<file path="config.mk">
export PLATFORM = sky130hd
export DESIGN_NAME = clock_monitor_block
export DESIGN_NICKNAME = d
export VERILOG_FILES = /design/src/verilog/clkmon_pkg.sv /design/src/verilog/sample_if.sv /design/src/verilog/activity_monitor.sv /design/src/verilog/constant_substitute.sv /design/src/verilog/clock_monitor_block.sv
export VERILOG_INCLUDE_DIRS = /design/src /design/src/verilog
export SDC_FILE = /design/constraint.sdc
export NUM_CORES = 1
export LEC_CHECK = 0
export ABC_CLOCK_PERIOD_IN_PS = 3270
export BUFFER_PORTS_ARGS = -buffer_cell sky130_fd_sc_hd__buf_2
export CORE_ASPECT_RATIO = 1.1
export CORE_UTILIZATION = 30
export CTS_CLUSTER_SIZE = 24
export DETAILED_ROUTE_END_ITERATION = 8
export PLACE_DENSITY = 0.45
export SKIP_LAST_GASP = 1
export SLEW_MARGIN = 30
export SYNTH_ARGS = -nofsm -noshare
export SYNTH_HDL_FRONTEND = slang
export SYNTH_SLANG_ARGS = --single-unit
export TNS_END_PERCENT = 30
</file>
<file path="constraint.sdc">
create_clock -name clock -period 3.27 [get_ports clock]
set_clock_uncertainty 0.15 [all_clocks]
set_input_delay 0.327 -clock clock [delete_from_list [all_inputs] [get_ports clock]]
set_output_delay 0.327 -clock clock [all_outputs]
set_load 0.005 [all_outputs]
</file>
<file path="src/verilog/clkmon_regs.svh">
// Operation
// - Detector enable bit 0 switches detection on/off
// - Status bit 2 reports sample clock present
// - Status bit 1 reports clock is differential
// - Bit 3 set: single-ended clock powers converters down
// - Loss control set: lost clock powers converters down
// - Test register bit 1 enables constant test mode
// - Test register bit 0 gates top digital clock
// - Register 0x0F8 holds constant low byte, reset zero
// - Register 0x0F9 holds constant high byte, reset zero
`ifndef CLKMON_REGS_SVH
`define CLKMON_REGS_SVH

// ============================================================
// Register offsets
`define OFS_CLOCK_MONITOR     12'h08E
`define OFS_DIGITAL_TEST      12'h0F7
`define OFS_I_CONST_LOW       12'h0F8
`define OFS_I_CONST_HIGH      12'h0F9
`define OFS_EVENT_STATUS      12'h0F0
`define OFS_EVENT_MASK        12'h0F1

// ============================================================
// Field positions
`define BIT_DETECTOR_ENABLE   0
`define BIT_DIFFERENTIAL      1
`define BIT_CLOCK_PRESENT     2
`define BIT_PD_SINGLE_ENDED   3
`define BIT_PD_CLOCK_LOSS     4
`define BIT_DIG_CLOCK_GATE    0
`define BIT_CONST_TEST        1
`define EVT_CLOCK_LOST        0
`define EVT_SINGLE_ENDED      1
`define EVT_POWERDOWN         2

// ============================================================
// Reset values
`define RST_CLOCK_MONITOR     8'h00
`define RST_DIGITAL_TEST      8'h00
`define RST_I_CONST_BYTE      8'h00
`define RST_EVENT_MASK        8'h00

// ============================================================
// Timing
`define CLOCK_RATE_MHZ        100
`define ACTIVITY_WINDOW_NS    1000
`define ACTIVITY_WINDOW_CYC   ((`ACTIVITY_WINDOW_NS * `CLOCK_RATE_MHZ) / 1000)

`endif

</file>
<file path="src/verilog/clkmon_pkg.sv">
`default_nettype none
package clkmon_pkg;
    typedef logic [11:0] reg_addr_t;
    typedef logic [7:0]  reg_byte_t;
    typedef logic [15:0] sample_t;

    typedef enum logic [1:0] {
        DET_OFF    = 2'b00,
        DET_SETTLE = 2'b01,
        DET_RUN    = 2'b10
    } detector_state_t;
endpackage
`default_nettype wire

</file>
<file path="src/verilog/sample_if.sv">
`timescale 1ns/100ps
`default_nettype none
interface sample_if;
    import clkmon_pkg::*;
    sample_t data;
    logic    valid;
    modport source (output data, output valid);
    modport sink   (input  data, input  valid);
endinterface // sample_if
`default_nettype wire

</file>
<file path="src/verilog/activity_monitor.sv">
`timescale 1ns/100ps
`default_nettype none
module activity_monitor #(
    parameter int WINDOW = 100
) (
    input  wire logic clock,
    input  wire logic rst,
    input  wire logic enable,
    input  wire logic pin,
    output logic      active
);
    logic                     sync_first;
    logic                     sync_second;
    logic                     last_level;
    logic [$clog2(WINDOW):0]  quiet_count;

    // ============================================================
    // Synchroniser; only the second flop is looked at
    always_ff @(posedge clock or posedge rst) begin
        if (rst) begin
            sync_first  <= 1'b0;
            sync_second <= 1'b0;
            last_level  <= 1'b0;
        end else begin
            sync_first  <= pin;
            sync_second <= sync_first;
            last_level  <= sync_second;
        end
    end

    // ============================================================
    // A leg is active while an edge was seen inside the window
    always_ff @(posedge clock or posedge rst) begin
        if (rst) begin
            quiet_count <= '0;
            active      <= 1'b0;
        end else if (!enable) begin
            quiet_count <= '0;
            active      <= 1'b0;
        end else if (sync_second != last_level) begin
            quiet_count <= '0;
            active      <= 1'b1;
        end else if (quiet_count >= ($clog2(WINDOW)+1)'(WINDOW - 1)) begin
            active      <= 1'b0;
        end else begin
            quiet_count <= quiet_count + 1'b1;
        end
    end
endmodule // activity_monitor
`default_nettype wire

</file>
<file path="src/verilog/constant_substitute.sv">
`timescale 1ns/100ps
`default_nettype none
module constant_substitute
    import clkmon_pkg::*;
(
    input  wire logic    clock,
    input  wire logic    rst,
    input  wire logic    run,
    input  wire logic    use_constant,
    input  wire sample_t constant_value,
    sample_if.sink       upstream,
    sample_if.source     downstream
);
    // ============================================================
    // One register stage; a gated clock holds the data and drops valid
    always_ff @(posedge clock or posedge rst) begin
        if (rst) begin
            downstream.data  <= '0;
            downstream.valid <= 1'b0;
        end else if (!run) begin
            downstream.valid <= 1'b0;
        end else begin
            downstream.valid <= upstream.valid;
            if (use_constant) begin
                downstream.data <= constant_value;
            end else begin
                downstream.data <= upstream.data;
            end
        end
    end
endmodule // constant_substitute
`default_nettype wire

</file>
<file path="src/verilog/clock_monitor_block.sv">
// The plain strobed port was chosen for this implementation.
`timescale 1ns/100ps
`default_nettype none
`include "clkmon_regs.svh"
module clock_monitor_block #(
    parameter int WINDOW_CYCLES = `ACTIVITY_WINDOW_CYC
) (
    input  wire logic                   clock,
    input  wire logic                   rst,
    input  wire clkmon_pkg::reg_addr_t  reg_addr,
    input  wire clkmon_pkg::reg_byte_t  reg_wdata,
    input  wire logic                   reg_write,
    input  wire logic                   reg_read,
    output clkmon_pkg::reg_byte_t       reg_rdata,
    input  wire logic                   sample_clock_p,
    input  wire logic                   sample_clock_n,
    input  wire clkmon_pkg::sample_t    i_sample_in,
    input  wire logic                   i_sample_in_valid,
    output clkmon_pkg::sample_t         i_sample_out,
    output logic                        i_sample_out_valid,
    output logic                        converter_powerdown,
    output logic                        top_digital_clock_gate,
    output logic                        irq
);
    import clkmon_pkg::*;

    // ============================================================
    // Register storage
    reg_byte_t        clock_monitor_ctrl_status;
    reg_byte_t        digital_test_ctrl;
    reg_byte_t        i_test_constant_low;
    reg_byte_t        i_test_constant_high;
    reg_byte_t        event_status;
    reg_byte_t        event_mask;

    logic             detector_enable;
    logic             powerdown_on_single_ended;
    logic             powerdown_on_clock_loss;
    logic             constant_test_enable;
    sample_t          i_test_constant;

    // ============================================================
    // Detector state
    detector_state_t  det_state;
    detector_state_t  next_det_state;
    logic [$clog2(WINDOW_CYCLES):0] settle_count;
    logic             p_active;
    logic             n_active;
    logic             leg_enable;
    logic             clock_present_flag;
    logic             clock_differential_flag;
    logic             prev_present;
    logic             prev_differential;
    logic             prev_powerdown;
    logic             next_powerdown;
    reg_byte_t        event_set;
    reg_byte_t        read_value;
    logic             status_read;

    assign detector_enable           =
        clock_monitor_ctrl_status[`BIT_DETECTOR_ENABLE];
    assign powerdown_on_single_ended =
        clock_monitor_ctrl_status[`BIT_PD_SINGLE_ENDED];
    assign powerdown_on_clock_loss   =
        clock_monitor_ctrl_status[`BIT_PD_CLOCK_LOSS];
    assign constant_test_enable      =
        digital_test_ctrl[`BIT_CONST_TEST];
    assign i_test_constant = {i_test_constant_high, i_test_constant_low};

    // ============================================================
    // Pin legs of the sample clock
    // Monitors are held cleared while the detector is off
    assign leg_enable = detector_enable;

    activity_monitor #(
        .WINDOW (WINDOW_CYCLES)
    ) p_leg (
        .clock  (clock),
        .rst    (rst),
        .enable (leg_enable),
        .pin    (sample_clock_p),
        .active (p_active)
    );

    activity_monitor #(
        .WINDOW (WINDOW_CYCLES)
    ) n_leg (
        .clock  (clock),
        .rst    (rst),
        .enable (leg_enable),
        .pin    (sample_clock_n),
        .active (n_active)
    );

    // ============================================================
    // Detector sequencing
    // Settling for one window avoids a false loss report right
    // after enabling, before any edge could have been seen.
    always_comb begin
        next_det_state = det_state;
        case (det_state)
            DET_OFF: begin
                if (detector_enable) begin
                    next_det_state = DET_SETTLE;
                end
            end
            DET_SETTLE: begin
                if (!detector_enable) begin
                    next_det_state = DET_OFF;
                end else if (settle_count >=
                    ($clog2(WINDOW_CYCLES)+1)'(WINDOW_CYCLES - 1)) begin
                    next_det_state = DET_RUN;
                end
            end
            DET_RUN: begin
                if (!detector_enable) begin
                    next_det_state = DET_OFF;
                end
            end
            default: begin
                next_det_state = DET_OFF;
            end
        endcase
    end

    always_ff @(posedge clock or posedge rst) begin
        if (rst) begin
            det_state <= DET_OFF;
        end else begin
            det_state <= next_det_state;
        end
    end

    always_ff @(posedge clock or posedge rst) begin
        if (rst) begin
            settle_count <= '0;
        end else if (det_state != DET_SETTLE) begin
            settle_count <= '0;
        end else begin
            settle_count <= settle_count + 1'b1;
        end
    end

    // ============================================================
    // Status flags
    // A single-ended source leaves the complementary leg static,
    // so differential means both legs toggle.
    always_ff @(posedge clock or posedge rst) begin
        if (rst) begin
            clock_present_flag      <= 1'b0;
            clock_differential_flag <= 1'b0;
        end else if (det_state != DET_RUN) begin
            clock_present_flag      <= 1'b0;
            clock_differential_flag <= 1'b0;
        end else begin
            clock_present_flag      <= p_active | n_active;
            clock_differential_flag <= p_active & n_active;
        end
    end

    // ============================================================
    // Automatic converter power-down
    always_comb begin
        next_powerdown = 1'b0;
        if (det_state == DET_RUN) begin
            if (powerdown_on_clock_loss && !clock_present_flag) begin
                next_powerdown = 1'b1;
            end
            if (powerdown_on_single_ended && clock_present_flag &&
                !clock_differential_flag) begin
                next_powerdown = 1'b1;
            end
        end
    end

    always_ff @(posedge clock or posedge rst) begin
        if (rst) begin
            converter_powerdown <= 1'b0;
        end else begin
            converter_powerdown <= next_powerdown;
        end
    end

    // ============================================================
    // Event detection
    always_ff @(posedge clock or posedge rst) begin
        if (rst) begin
            prev_present      <= 1'b0;
            prev_differential <= 1'b0;
            prev_powerdown    <= 1'b0;
        end else begin
            prev_present      <= clock_present_flag;
            prev_differential <= clock_differential_flag;
            prev_powerdown    <= converter_powerdown;
        end
    end

    // Loss is only reported while running, not when disabling
    always_comb begin
        event_set = '0;
        event_set[`EVT_CLOCK_LOST] = (det_state == DET_RUN) &&
            prev_present && !clock_present_flag;
        event_set[`EVT_SINGLE_ENDED] = (det_state == DET_RUN) &&
            clock_present_flag && prev_differential &&
            !clock_differential_flag;
        event_set[`EVT_POWERDOWN] = converter_powerdown && !prev_powerdown;
    end

    assign status_read = reg_read && (reg_addr == `OFS_EVENT_STATUS);

    // Set wins over the clear of a read in the same cycle
    always_ff @(posedge clock or posedge rst) begin
        if (rst) begin
            event_status <= '0;
        end else if (status_read) begin
            event_status <= event_set;
        end else begin
            event_status <= event_status | event_set;
        end
    end

    always_ff @(posedge clock or posedge rst) begin
        if (rst) begin
            irq <= 1'b0;
        end else begin
            irq <= |((event_status | event_set) & event_mask &
                     ~(status_read ? event_status : 8'h00));
        end
    end

    // ============================================================
    // Register writes
    always_ff @(posedge clock or posedge rst) begin
        if (rst) begin
            clock_monitor_ctrl_status <= `RST_CLOCK_MONITOR;
        end else if (reg_write && reg_addr == `OFS_CLOCK_MONITOR) begin
            // Status positions are not stored; they read live
            clock_monitor_ctrl_status <= reg_wdata &
                ~((8'h01 << `BIT_CLOCK_PRESENT) |
                  (8'h01 << `BIT_DIFFERENTIAL));
        end
    end

    always_ff @(posedge clock or posedge rst) begin
        if (rst) begin
            digital_test_ctrl <= `RST_DIGITAL_TEST;
        end else if (reg_write && reg_addr == `OFS_DIGITAL_TEST) begin
            digital_test_ctrl <= reg_wdata;
        end
    end

    always_ff @(posedge clock or posedge rst) begin
        if (rst) begin
            i_test_constant_low <= `RST_I_CONST_BYTE;
        end else if (reg_write && reg_addr == `OFS_I_CONST_LOW) begin
            i_test_constant_low <= reg_wdata;
        end
    end

    always_ff @(posedge clock or posedge rst) begin
        if (rst) begin
            i_test_constant_high <= `RST_I_CONST_BYTE;
        end else if (reg_write && reg_addr == `OFS_I_CONST_HIGH) begin
            i_test_constant_high <= reg_wdata;
        end
    end

    always_ff @(posedge clock or posedge rst) begin
        if (rst) begin
            event_mask <= `RST_EVENT_MASK;
        end else if (reg_write && reg_addr == `OFS_EVENT_MASK) begin
            event_mask <= reg_wdata;
        end
    end

    always_ff @(posedge clock or posedge rst) begin
        if (rst) begin
            top_digital_clock_gate <= 1'b0;
        end else begin
            top_digital_clock_gate <=
                digital_test_ctrl[`BIT_DIG_CLOCK_GATE];
        end
    end

    // ============================================================
    // Register reads; unmapped addresses return zero
    always_comb begin
        read_value = 8'h00;
        case (reg_addr)
            `OFS_CLOCK_MONITOR: begin
                read_value = clock_monitor_ctrl_status;
                read_value[`BIT_CLOCK_PRESENT] = clock_present_flag;
                read_value[`BIT_DIFFERENTIAL] =
                    clock_differential_flag;
            end
            `OFS_DIGITAL_TEST: begin
                read_value = digital_test_ctrl;
            end
            `OFS_I_CONST_LOW: begin
                read_value = i_test_constant_low;
            end
            `OFS_I_CONST_HIGH: begin
                read_value = i_test_constant_high;
            end
            `OFS_EVENT_STATUS: begin
                read_value = event_status;
            end
            `OFS_EVENT_MASK: begin
                read_value = event_mask;
            end
            default: begin
                read_value = 8'h00;
            end
        endcase
    end

    // Read data stands for exactly one cycle
    always_ff @(posedge clock or posedge rst) begin
        if (rst) begin
            reg_rdata <= 8'h00;
        end else if (reg_read) begin
            reg_rdata <= read_value;
        end else begin
            reg_rdata <= 8'h00;
        end
    end

    // ============================================================
    // I-channel datapath
    sample_if upstream ();
    sample_if downstream ();

    assign upstream.data  = i_sample_in;
    assign upstream.valid = i_sample_in_valid;

    constant_substitute i_path (
        .clock          (clock),
        .rst            (rst),
        .run            (!digital_test_ctrl[`BIT_DIG_CLOCK_GATE]),
        .use_constant   (constant_test_enable),
        .constant_value (i_test_constant),
        .upstream       (upstream.sink),
        .downstream     (downstream.source)
    );

    assign i_sample_out       = downstream.data;
    assign i_sample_out_valid = downstream.valid;
endmodule // clock_monitor_block
`default_nettype wire

</file>
==> summary.md, run 1 <==
| Metric | Value |
|---|---|
| Core Util, Final | 0.368 |
| Worst-case register-to-register setup slack | 1.12 ns |
| Buffers inserted during post-CTS setup optimization | 0 |
| Clock buffer depth | 2 |
| Worst Setup Start Kind | input port |
| Dominant register cell in the synthesized netlist | dfrtp_1 |
| Remaining antenna violation count after routing | 0 |
| Total CTS buffers | 9 |
| Total detailed-routing wirelength | 11.8 mm |
| Layout Area Growth over Synthesis | 19.9% |
| Total number of clock tree sinks | 108 |
| Critical path class | in2reg |
| Number of gates resized after cts | 0 |
| Average routed wire per standard cell | 17.0 µm |
| Global-route congestion overflow total | 0 |
| Worst-margin pin slew | 0.680 ns |
| Depth of the CTS H-tree | 3 |
| Cells taking the most area after synthesis | dfrtp_1 (56%), mux2_2 (9.1%), mux2i_1 (4.0%), nand2_1 (2.9%), o21ai_0 (2.3%) |
| Number of max-slew violations in the final report | 0 |
| Unrepaired setup endpoints after global routing | false |
| Post-synth top area share | 0.561 |
| First-pass GRT wire length | 18.9 mm |
| Total design power | 2600 µW |
| Hold-fix buffers at CTS | 2 |
| Synthesized-area fraction occupied by ao, oa, aoi and oai cells | 0.0803 |
| Simple-gate share of the synthesized area | 0.154 |
| Number of antenna violations at the first check in global routing | 0 |
| Netlist cell types | 51 |
| Number of enable flip-flop cells after synthesis | 0 |
| Worst-case vdd ir drop | 230 µV |
| Cell Pwr Density | 449 mW/mm² |
| Post-synth top area cell | dfrtp_1 |
| Status | complete, no violations |
| Clock-pin slew of the registers on the worst-case setup and hold paths | 0.07 ns |
| Die extent in y | 135 µm |
| CP arrival | 2.39 ns |
| Synth Net Count | 456 |
| Iteration-0 DRC Markers | 204 |
| Largest fanout on the critical path | 10 |
| Maximum achievable frequency | 0.435 GHz |
| Cell Rows | 48 |
| Root buffer selected by CTS | clkbuf_16 |
| Hold_sp | i_sample_in_valid |
| Post-synthesis sequential element count | 108 |
| Post-Synthesis Cells | 410 |
| Antenna diode count | 0 |
| Syn Area/Cell | 11.7 µm² |
| Setup violation total in the final timing report | 0 |
| I/O pin count | 71 |
| Buffers added on ports | 70 |
| Share of layout cells above drive strength 1 | 0.295 |
| Xor and xnor fraction of the mapped netlist area | 0.0273 |
| Core box area | 0.0157 mm² |
| Horiz. Die Dim | 123 µm |
| Launching element of the worst setup path | reg_addr[9] |
| Final total negative setup slack | 0 ns |
| HPWL after detailed placement | 8.62 mm |
| Overall die area | 0.0166 mm² |
| Fin. Hold Viols | 0 |
| Mux contribution to synthesized area | 0.145 |
| Total Nets Final | 534 |
| Gp weighted congestion | 0.784 |
| Clock tree from TritonCTS | built |
| CP required | 3.36 ns |
| Combinational family with the most area after synthesis | simple AND/OR/NAND/NOR gates |
| Effective utilization at floorplan | 0.307 |
| Static power due to leakage | 0.00256 µW |
| Final Cycle Share | 0.704 |
| Pin count of the biggest net entering global routing | 40 |
| Vias per cell | 4.92 |
| Kind of path behind the tightest hold check | in2reg |
| Netlist area before placement | 0.00481 mm² |
| Adder-Cell Fraction of Synth Area | 0.00780 |
| Hold Slack | 0.0453 ns |
| Share of synthesized registers carrying an async set or reset | 1.00 |
| R2r startpoint | p_leg.quiet_count[0] |
| Post-route minimum period | 2.30 ns |
| Overall fraction of global-route tracks in use | 0.153 |
| Critical path endpoint category | flop |
| DR DRC count | 0 |
| Max_slew headroom | 0.543 |
| Number of maximum-capacitance constraint violations | 0 |
| Total via count in the routed design | 3406 |
| Vias in the first global route | 3460 |
| Share of synthesized area occupied by flip-flops and latches | 0.561 |
| Worst skew pair latency | 0.36 ns |
| Yosys synthesis warning count | 0 |
| DRT Pass-1 Iters | 5 |
[synthesized netlist by cell type, types with 3 or more instances]
cell type and instances:
a2111oi_0 5, a21boi_0 5, a21oi_1 3, a31oi_1 6, a32oi_1 3, and2_1 5
and3_1 6, clkbuf_1 15, dfrtp_1 108, ha_1 3, inv_1 12, mux2_2 39
mux2i_1 19, mux4_2 3, nand2_1 37, nand3_1 9, nand3b_1 9, nand4_1 7
nand4b_1 3, nor2_1 26, nor2b_1 3, nor3_1 9, nor3b_1 3, nor4b_1 3
o21a_1 3, o21ai_0 22, xnor2_1 11, xor2_1 4
[worst paths after layout]
check | depth (start not counted) | to
worst max-delay path | 5 | event_mask[1]
worst min-delay path | 2 | i_path.downstream.valid
worst max register to register | 5 | p_leg.quiet_count[5]
worst min register to register | 0 | n_leg.sync_second
max in group asynchronous | 4 | n_leg.last_level
min in group asynchronous | 3 | i_test_constant_high[0]
[routing by layer]
layer / global-route usage / up-vias / wire length (µm)
li1: - / 1627 / -
met1: 0.199 / 1659 / 5280
met2: 0.237 / 92 / 5530
met3: 0.0313 / 28 / 560
met4: 0.0854 / 0 / 401
met5: 0 / - / 0
[kinds of logic (layout without fill, tap and decap cells)]
group / after synthesis / after routing
mux: 61 / 61
compound gates: 58 / 58
xor+xnor: 15 / 15
fa+ha+maj: 3 / 3
flops: 108 / 108
buf+inv: 29 / 111
simple gates: 136 / 136
[metrics by stage]
| stage | std cells | cell area (µm²) | worst slack (ns) |
|---|---|---|---|
| 5_1_grt | 692 | 5770 | 0.845 |
| 4_1_cts | 690 | 5740 | 0.961 |
| 3_5_place_dp | 673 | 5430 | 0.590 |
| 2_1_floorplan | 410 | 4820 | 1.03 |
| 6_report | 692 | 5770 | 0.969 |
| 3_3_place_gp | 673 | 5430 | 0.650 |
[where the power goes]
part	total [µW]	internal, µW	switching [µW]
sequential	1360	1350	9.75
clock	1100	611	489
combinational	134	54.1	79.6
[registers in the layout, indices dropped and copies added, names as in the netlist, 2 cells and up]
name,cells
det_state,2
digital_test_ctrl,8
event_mask,8
event_status,3
p_leg.quiet_count,8
i_test_constant_high,8
n_leg.quiet_count,8
i_path.downstream.data,16
clock_monitor_ctrl_status,6
settle_count,8
reg_rdata,8
i_test_constant_low,8
[cells in the final DEF, fill, tap and decap left out, types with 3 or more instances in the layout]
cell type      netlist  layout
dfrtp_1            108     107
buf_2                0      70
mux2_2              39      39
nand2_1             37      37
nor2_1              26      26
o21ai_0             22      22
mux2i_1             19      19
xnor2_1             11      11
inv_1               12      11
nor3_1               9       9
nand3_1              9       9
nand3b_1             9       9
clkbuf_16            0       9
buf_4                1       9
nand4_1              7       7
and3_1               6       6
a31oi_1              6       6
and2_1               5       5
a21boi_0             5       5
a2111oi_0            5       5
xor2_1               4       4
nor2b_1              3       3
nand4b_1             3       3
a21oi_1              3       3
o21a_1               3       3
nor3b_1              3       3
nor4b_1              3       3
mux4_2               3       3
a32oi_1              3       3
ha_1                 3       3
dlygate4sd3_1        0       3
[critical path: stages]
cell,delay (ns)
buf_2,0.11
or4_4,0.56
nor4_4,0.48
and4b_1,0.52
mux2_2,0.38
[cell type report]
cell class / instances / area, µm²
inverters: 12 / 48.8
multi-input cells: 273 / 1990
repair buffers: 84 / 488
clock buffers: 11 / 243
flip-flops and latches: 108 / 2700
clock inverters: 4 / 48.8
fillers: 1552 / 9900
well taps: 200 / 250
Note: power is estimated with default switching activity, not from simulation.
==> inputs of run 2 (changes only) <==
--- a/config.mk
+++ b/config.mk
@@ -6,13 +6,13 @@
 export SDC_FILE = /design/constraint.sdc
 export NUM_CORES = 1
 export LEC_CHECK = 0
-export ABC_CLOCK_PERIOD_IN_PS = 3270
+export ABC_CLOCK_PERIOD_IN_PS = 2300
 export BUFFER_PORTS_ARGS = -buffer_cell sky130_fd_sc_hd__buf_2
 export CORE_ASPECT_RATIO = 1.1
 export CORE_UTILIZATION = 30
 export CTS_CLUSTER_SIZE = 24
 export DETAILED_ROUTE_END_ITERATION = 8
-export PLACE_DENSITY = 0.45
+export PLACE_DENSITY = 0.43
 export SKIP_LAST_GASP = 1
 export SLEW_MARGIN = 30
 export SYNTH_ARGS = -nofsm -noshare
==> constraint.sdc (replaced) <==
create_clock -name clock -period 2.3 [get_ports clock]
set_clock_uncertainty 0.15 [all_clocks]
set_input_delay 0.23 -clock clock [delete_from_list [all_inputs] [get_ports clock]]
set_output_delay 0.23 -clock clock [all_outputs]
set_load 0.005 [all_outputs]
==> run 2 against run 1 <==
Effect of this change:
- combinational power up 40%
- register-to-register slack worse by 0.91 ns
- setup slack got worse by 0.76 ns
- final cell count rose by 1.7%
- hold slack worse by 0.039 ns
- sequential share of layout area is 0.74 points lower
- count of clock-buffer cells in the layout increased by 1
- design area rose by 1.6%
- power increased by 43%
- largest power group unchanged
==> summary.md, run 2 (same netlist as run 1, synthesis figures left out) <==
| Metric | Value |
|---|---|
| Worst Path Buf+Inv | 0 (was 1) |
| Critical path endpoint category | flop (unchanged) |
| Critical path class | reg2reg (was in2reg) |
| CP arrival | 2.18 ns (was 2.39 ns) |
| Effective utilization at floorplan | 0.307 (unchanged) |
| Worst skew pair latency | 0.35 ns (was 0.36 ns) |
| Overall fraction of global-route tracks in use | 0.156 (was 0.153) |
| Die extent in y | 135 µm (unchanged) |
| Static power due to leakage | 0.00262 µW (was 0.00256 µW) |
| Total number of clock tree sinks | 108 (unchanged) |
| Post-route minimum period | 2.09 ns |
| Average routed wire per standard cell | 16.7 µm (was 17.0 µm) |
| Fin. Hold Viols | 0 (unchanged) |
| Remaining antenna violation count after routing | 0 (unchanged) |
| Pin count of the biggest net entering global routing | 109 (was 40) |
| Crit path max-delay family | compound AO/OA/AOI/OAI gates (was simple AND/OR/NAND/NOR gates) |
| Horiz. Die Dim | 123 µm (unchanged) |
| Status | complete, no violations (unchanged) |
| Total detailed-routing wirelength | 11.7 mm (was 11.8 mm) |
| Clock-pin slew of the registers on the worst-case setup and hold paths | 0.07 ns (about the same) |
| Largest fanout on the critical path | 4 (was 10) |
| Worst slack at placement | 0.0978 ns (was 0.590 ns) |
| CP required | 2.38 ns (was 3.36 ns) |
| Iteration-0 DRC Markers | 195 (was 204) |
| Clock buffer depth | 2 (unchanged) |
| Setup violation total in the final timing report | 0 (unchanged) |
| I/O pin count | 71 (unchanged) |
| Hold-fix buffers at CTS | 4 (was 2) |
| First-pass GRT wire length | 19.2 mm (was 18.9 mm) |
| Final Cycle Share | 0.910 |
| Most common library cell in the layout ignoring fill and taps | dfrtp_1 (unchanged) |
| Worst-margin pin slew | 0.597 ns (was 0.680 ns) |
| Layout Area Growth over Synthesis | 21.8% (was 19.9%) |
| Global-route congestion overflow total | 0 (unchanged) |
| Antenna diode count | 0 (unchanged) |
| Gp weighted congestion | 0.806 (was 0.784) |
| Cell Rows | 48 (unchanged) |
| Cell Pwr Density | 634 mW/mm² (was 449 mW/mm²) |
| Total CTS buffers | 9 (unchanged) |
| Total Nets Final | 546 (was 534) |
| Worst-case vdd ir drop | 325 µV (was 230 µV) |
| Number of antenna violations at the first check in global routing | 0 (unchanged) |
| Kind of path behind the tightest hold check | in2reg (unchanged) |
| Vias per cell | 4.93 (was 4.92) |
| DRT Pass-1 Iters | 4 (was 5) |
| Total via count in the routed design | 3469 (was 3406) |
| Max_slew headroom | 0.602 (was 0.543) |
| Buffers added on ports | 70 (unchanged) |
| Delay of the slowest critical-path stage | 0.52 ns (was 0.56 ns) |
| Most frequent cells in the layout | dfrtp_1 (108), buf_2 (70), mux2_2 (39) (was dfrtp_1 (107), buf_2 (70), mux2_2 (39)) |
| DR DRC count | 0 (unchanged) |
| Core Util, Final | 0.374 (was 0.368) |
| R2r startpoint | p_leg.quiet_count[0] (unchanged) |
| Clock tree from TritonCTS | built (unchanged) |
| Vias in the first global route | 3533 (was 3460) |
| Filler cell count | 1557 (was 1552) |
| Hold_sp | i_sample_in[0] (was i_sample_in_valid) |
| Maximum achievable frequency | 0.478 GHz |
| HPWL after detailed placement | 8.41 mm (was 8.62 mm) |
| Number of gates resized after cts | 0 (unchanged) |
| Launching element of the worst setup path | p_leg.quiet_count[0] (was reg_addr[9]) |
| Number of flip-flops in the largest register | 16 (unchanged) |
| Worst Slack Setup Final | 0.207 ns (was 0.969 ns) |
| Worst path slowest cell | a2111oi_0 (was or4_4) |
| Register ranked first by flip-flop count | i_path.downstream.data (unchanged) |
| Buffers inserted during post-CTS setup optimization | 0 (unchanged) |
| Overall die area | 0.0166 mm² (unchanged) |
| Root buffer selected by CTS | clkbuf_16 (unchanged) |
| Worst Setup Start Kind | flop (was input port) |
| Core box area | 0.0157 mm² (unchanged) |
| Unrepaired setup endpoints after global routing | false (unchanged) |
| Cell-by-cell trace of the critical path | ha_1 -> or4_1 -> a2111oi_0 -> xnor2_1 -> nor2_1 (was buf_2 -> or4_4 -> nor4_4 -> and4b_1 -> mux2_2) |
| Number of maximum-capacitance constraint violations | 0 (unchanged) |
| Final total negative setup slack | 0 ns (unchanged) |
| Share of layout cells above drive strength 1 | 0.308 (was 0.295) |
| Number of max-slew violations in the final report | 0 (unchanged) |
| Depth of the CTS H-tree | 3 (unchanged) |
[run 2: cell type report]
| cell class | instances | area [µm²] | area share |
|---|---|---|---|
| Sequential cell | 108 | 2700 | 0.461 |
| Multi-Input combinational cell | 273 | 1990 | 0.340 |
| Timing Repair Buffer | 96 | 568 | 0.0969 |
| Clock buffer | 12 | 256 | 0.0437 |
| Tap cell | 200 | 250 | 0.0427 |
| Inverter | 12 | 48.8 | 0.00832 |
| Clock inverter | 3 | 46.3 | 0.00789 |
[run 2: layer usage]
metal	wire [µm]	share of wire	GRT usage
met1	5150	0.44	0.193
met2	5750	0.49	0.256
met3	590	0.050	0.0410
met4	248	0.021	0.0637
met5	0	0	0
[run 2: power by group]
group	internal (µW)	switching [µW]
clock network	901	696
logic	74.5	113
registers	1920	12.2
[run 2: worst min-delay path, delay by kind of cell]
| kind | cells | cell delay, ns |
|---|---|---|
| buffers and inverters | 1 | 0.07 |
| multiplexers | 1 | 0.05 |
| AO/OA/AOI/OAI | 1 | 0.12 |
[run 2: per-stage QoR]
| step | power [µW] | instance area (µm²) | hold WS, ns | instances |
|---|---|---|---|---|
| 2_1_floorplan | 2050 | 4820 | 0.111 | 410 |
| 3_3_place_gp | 2160 | 5520 | 0.183 | 685 |
| 3_5_place_dp | 2160 | 5520 | 0.185 | 685 |
| 4_1_cts | 3780 | 5860 | 0.00242 | 704 |
| 5_1_grt | 3890 | 5860 | 0.0210 | 704 |
| 6_report | 3720 | 5860 | 0.00659 | 704 |
[run 2: path summary, 6_finish.rpt]
kind,depth (start not counted),slack [ns],endpoint
worst max-delay path,5,0.21,p_leg.quiet_count[5]
worst min-delay path,3,0.007,i_path.downstream.data[0]
worst max register to register,5,0.21,p_leg.quiet_count[5]
worst min register to register,0,0.20,n_leg.sync_second
max in group asynchronous,4,1.11,p_leg.quiet_count[5]
min in group asynchronous,4,0.43,i_path.downstream.valid
==> inputs of run 3 (changes only) <==
--- a/config.mk
+++ b/config.mk
@@ -12,7 +12,7 @@
 export CORE_UTILIZATION = 30
 export CTS_CLUSTER_SIZE = 24
 export DETAILED_ROUTE_END_ITERATION = 8
-export PLACE_DENSITY = 0.43
+export PLACE_DENSITY = 0.5
 export SKIP_LAST_GASP = 1
 export SLEW_MARGIN = 30
 export SYNTH_ARGS = -nofsm -noshare
==> run 3 against run 2 <==
Effect of this change:
- combinational power hardly changed
- sequential cell count stayed put
- non-clock buffer count shrank 4
- hold slack improved by 0.015 ns
- final cell count decreased by 0.28%
- setup slack worse by 0.0024 ns
- critical path depth is the same
- die area is the same
- maximum frequency down 0.11%
- via count decreased by 2.2%
- first-iteration DRC count is 26% lower
- routed wire length is 7.2% lower
==> summary.md, run 3 (same netlist as run 1, synthesis figures left out) <==
| Metric | Value |
|---|---|
| Static power due to leakage | 0.00260 µW (was 0.00262 µW) |
| Fin. Hold Viols | 0 (unchanged) |
| Total Nets Final | 542 (was 546) |
| Total via count in the routed design | 3394 (was 3469) |
| Final total negative setup slack | 0 ns (unchanged) |
| Root buffer selected by CTS | clkbuf_16 (unchanged) |
| Post-route minimum period | 2.10 ns (was 2.09 ns) |
| Sequential fraction of design power | 0.520 (about the same) |
| Depth of the CTS H-tree | 3 (unchanged) |
| DR DRC count | 0 (unchanged) |
| Max_slew headroom | 0.495 (was 0.602) |
| Total CTS buffers | 9 (unchanged) |
| Worst skew pair latency | 0.35 ns (about the same) |
| Kind of path behind the tightest hold check | in2reg (unchanged) |
| Cell Rows | 48 (unchanged) |
| Combinational Power Share | 0.050 (about the same) |
| Internal power | 2880 µW (was 2900 µW) |
| Hold_sp | i_sample_in[8] (was i_sample_in[0]) |
| Worst-case register-to-register setup slack | 0.20 ns (was 0.21 ns) |
| Clock buffer depth | 2 (unchanged) |
| Critical path endpoint category | flop (unchanged) |
| Layout Area Growth over Synthesis | 21.4% (was 21.8%) |
| Worst Setup Start Kind | flop (unchanged) |
| Vias per cell | 4.83 (was 4.93) |
| Core box area | 0.0157 mm² (unchanged) |
| Overall fraction of global-route tracks in use | 0.142 (was 0.156) |
| Total number of clock tree sinks | 108 (unchanged) |
| Gp weighted congestion | 0.776 (was 0.806) |
| Switch share | 0.225 (was 0.221) |
| Critical path class | reg2reg (unchanged) |
| Die extent in y | 135 µm (unchanged) |
| Setup violation total in the final timing report | 0 (unchanged) |
| Average routed wire per standard cell | 15.5 µm (was 16.7 µm) |
| Clock-pin slew of the registers on the worst-case setup and hold paths | 0.08 ns (was 0.07 ns) |
| Worst-margin pin slew | 0.750 ns (was 0.597 ns) |
| Register ranked first by flip-flop count | i_path.downstream.data (unchanged) |
| CP required | 2.38 ns (about the same) |
| DRT Pass-1 Iters | 4 (unchanged) |
| Remaining antenna violation count after routing | 0 (unchanged) |
| Most common library cell in the layout ignoring fill and taps | dfrtp_1 (unchanged) |
| Reported net switching power | 835 µW (was 822 µW) |
| Cell Pwr Density | 636 mW/mm² (was 634 mW/mm²) |
| Number of max-slew violations in the final report | 0 (unchanged) |
| Most frequent cells in the layout | dfrtp_1 (108), buf_2 (70), mux2_2 (39) (unchanged) |
| Vias in the first global route | 3439 (was 3533) |
| Total design power | 3720 µW (about the same) |
| Horiz. Die Dim | 123 µm (unchanged) |
| CP arrival | 2.18 ns (about the same) |
| Global-route congestion overflow total | 0 (unchanged) |
| Unrepaired setup endpoints after global routing | false (unchanged) |
| Pin count of the biggest net entering global routing | 109 (unchanged) |
| Maximum achievable frequency | 0.477 GHz (was 0.478 GHz) |
| First-pass GRT wire length | 17.9 mm (was 19.2 mm) |
| Worst hold path stage count | 3 (unchanged) |
| Effective utilization at floorplan | 0.307 (unchanged) |
| HPWL after detailed placement | 7.92 mm (was 8.41 mm) |
| Depth of the worst register-to-register path | 5 (unchanged) |
| Share of layout cells above drive strength 1 | 0.305 (was 0.308) |
| Overall die area | 0.0166 mm² (unchanged) |
| Hold Crit Endpoint | i_path.downstream.data[8] (was i_path.downstream.data[0]) |
| Clock network fraction of total power | 0.429 (was 0.430) |
| Worst r2r dst | p_leg.quiet_count[5] (unchanged) |
| Total detailed-routing wirelength | 10.9 mm (was 11.7 mm) |
| I/O pin count | 71 (unchanged) |
| Final Cycle Share | 0.911 (was 0.910) |
| Iteration-0 DRC Markers | 145 (was 195) |
| Largest fanout on the critical path | 4 (unchanged) |
| Worst-case vdd ir drop | 315 µV (was 325 µV) |
| Number of antenna violations at the first check in global routing | 1 (was 0) |
| Core Util, Final | 0.373 (was 0.374) |
| Number of maximum-capacitance constraint violations | 0 (unchanged) |
| R2r startpoint | p_leg.quiet_count[0] (unchanged) |
| Number of flip-flops in the largest register | 16 (unchanged) |
| Buffers added on ports | 70 (unchanged) |
| Clock tree from TritonCTS | built (unchanged) |
| Status | complete, no violations (unchanged) |
[run 3: what timing repair did]
item | in CTS | in global routing
hold endpoints to repair | 111 | 0
setup buffers | 0 | 0
resized for setup | 0 | 0
hold buffers | 4 | 0
[run 3: final cells by class]
cell class,count,area [µm²]
fillers,1529,9830
flip-flops and latches,108,2700
repair buffers,92,538
inverters,12,48.8
multi-input cells,273,1990
clock inverters,6,71.3
clock buffers,10,239
well taps,200,250
diodes,1,2.50
[run 3: worst max-delay path: stages (launching register included)]
cell       delay [ns]
dfrtp_1          0.41
ha_1             0.24
or4_1            0.42
a2111oi_0        0.53
xnor2_1          0.18
nor2_1           0.06
[run 3: worst max path at each step]
stage / from / endpoint / slack, ns / cells past startpoint
6_report: p_leg.quiet_count[0] / p_leg.quiet_count[5] / 0.20 / 5
5_1_grt: p_leg.quiet_count[0] / p_leg.quiet_count[5] / 0.11 / 5
4_1_cts: p_leg.quiet_count[0] / p_leg.quiet_count[5] / 0.21 / 5
3_5_place_dp: reg_addr[9] / event_mask[6] / 0.12 / 6
3_3_place_gp: reg_addr[9] / event_mask[6] / 0.14 / 6
2_1_floorplan: reg_addr[9] / event_mask[0] / 0.16 / 5
[run 3: routing by layer]
metal,wire length (µm),part of all wire,track usage
met5,0,0,0
met4,180,0.017,0.0501
met2,4900,0.45,0.222
met3,692,0.063,0.0397
met1,5130,0.47,0.187
[run 3: power groups by stage]
stage | clock, µW | combinational (µW) | sequential (µW)
6_report | 1590 | 187 | 1930
5_1_grt | 1730 | 211 | 1940
4_1_cts | 1650 | 193 | 1930
3_5_place_dp | 0 | 187 | 1970
3_3_place_gp | 0 | 185 | 1970
2_1_floorplan | 0 | 82.2 | 1970
[run 3: stage by stage]
step	cells	area (µm²)	setup slack [ns]	hold WS (ns)
CTS	701	5840	0.213	0.0127
finish	702	5840	0.205	0.0218
global route	701	5840	0.110	0.0138
detailed placement	681	5490	0.118	0.186
floorplan	410	4820	0.159	0.111
global placement	681	5490	0.138	0.186
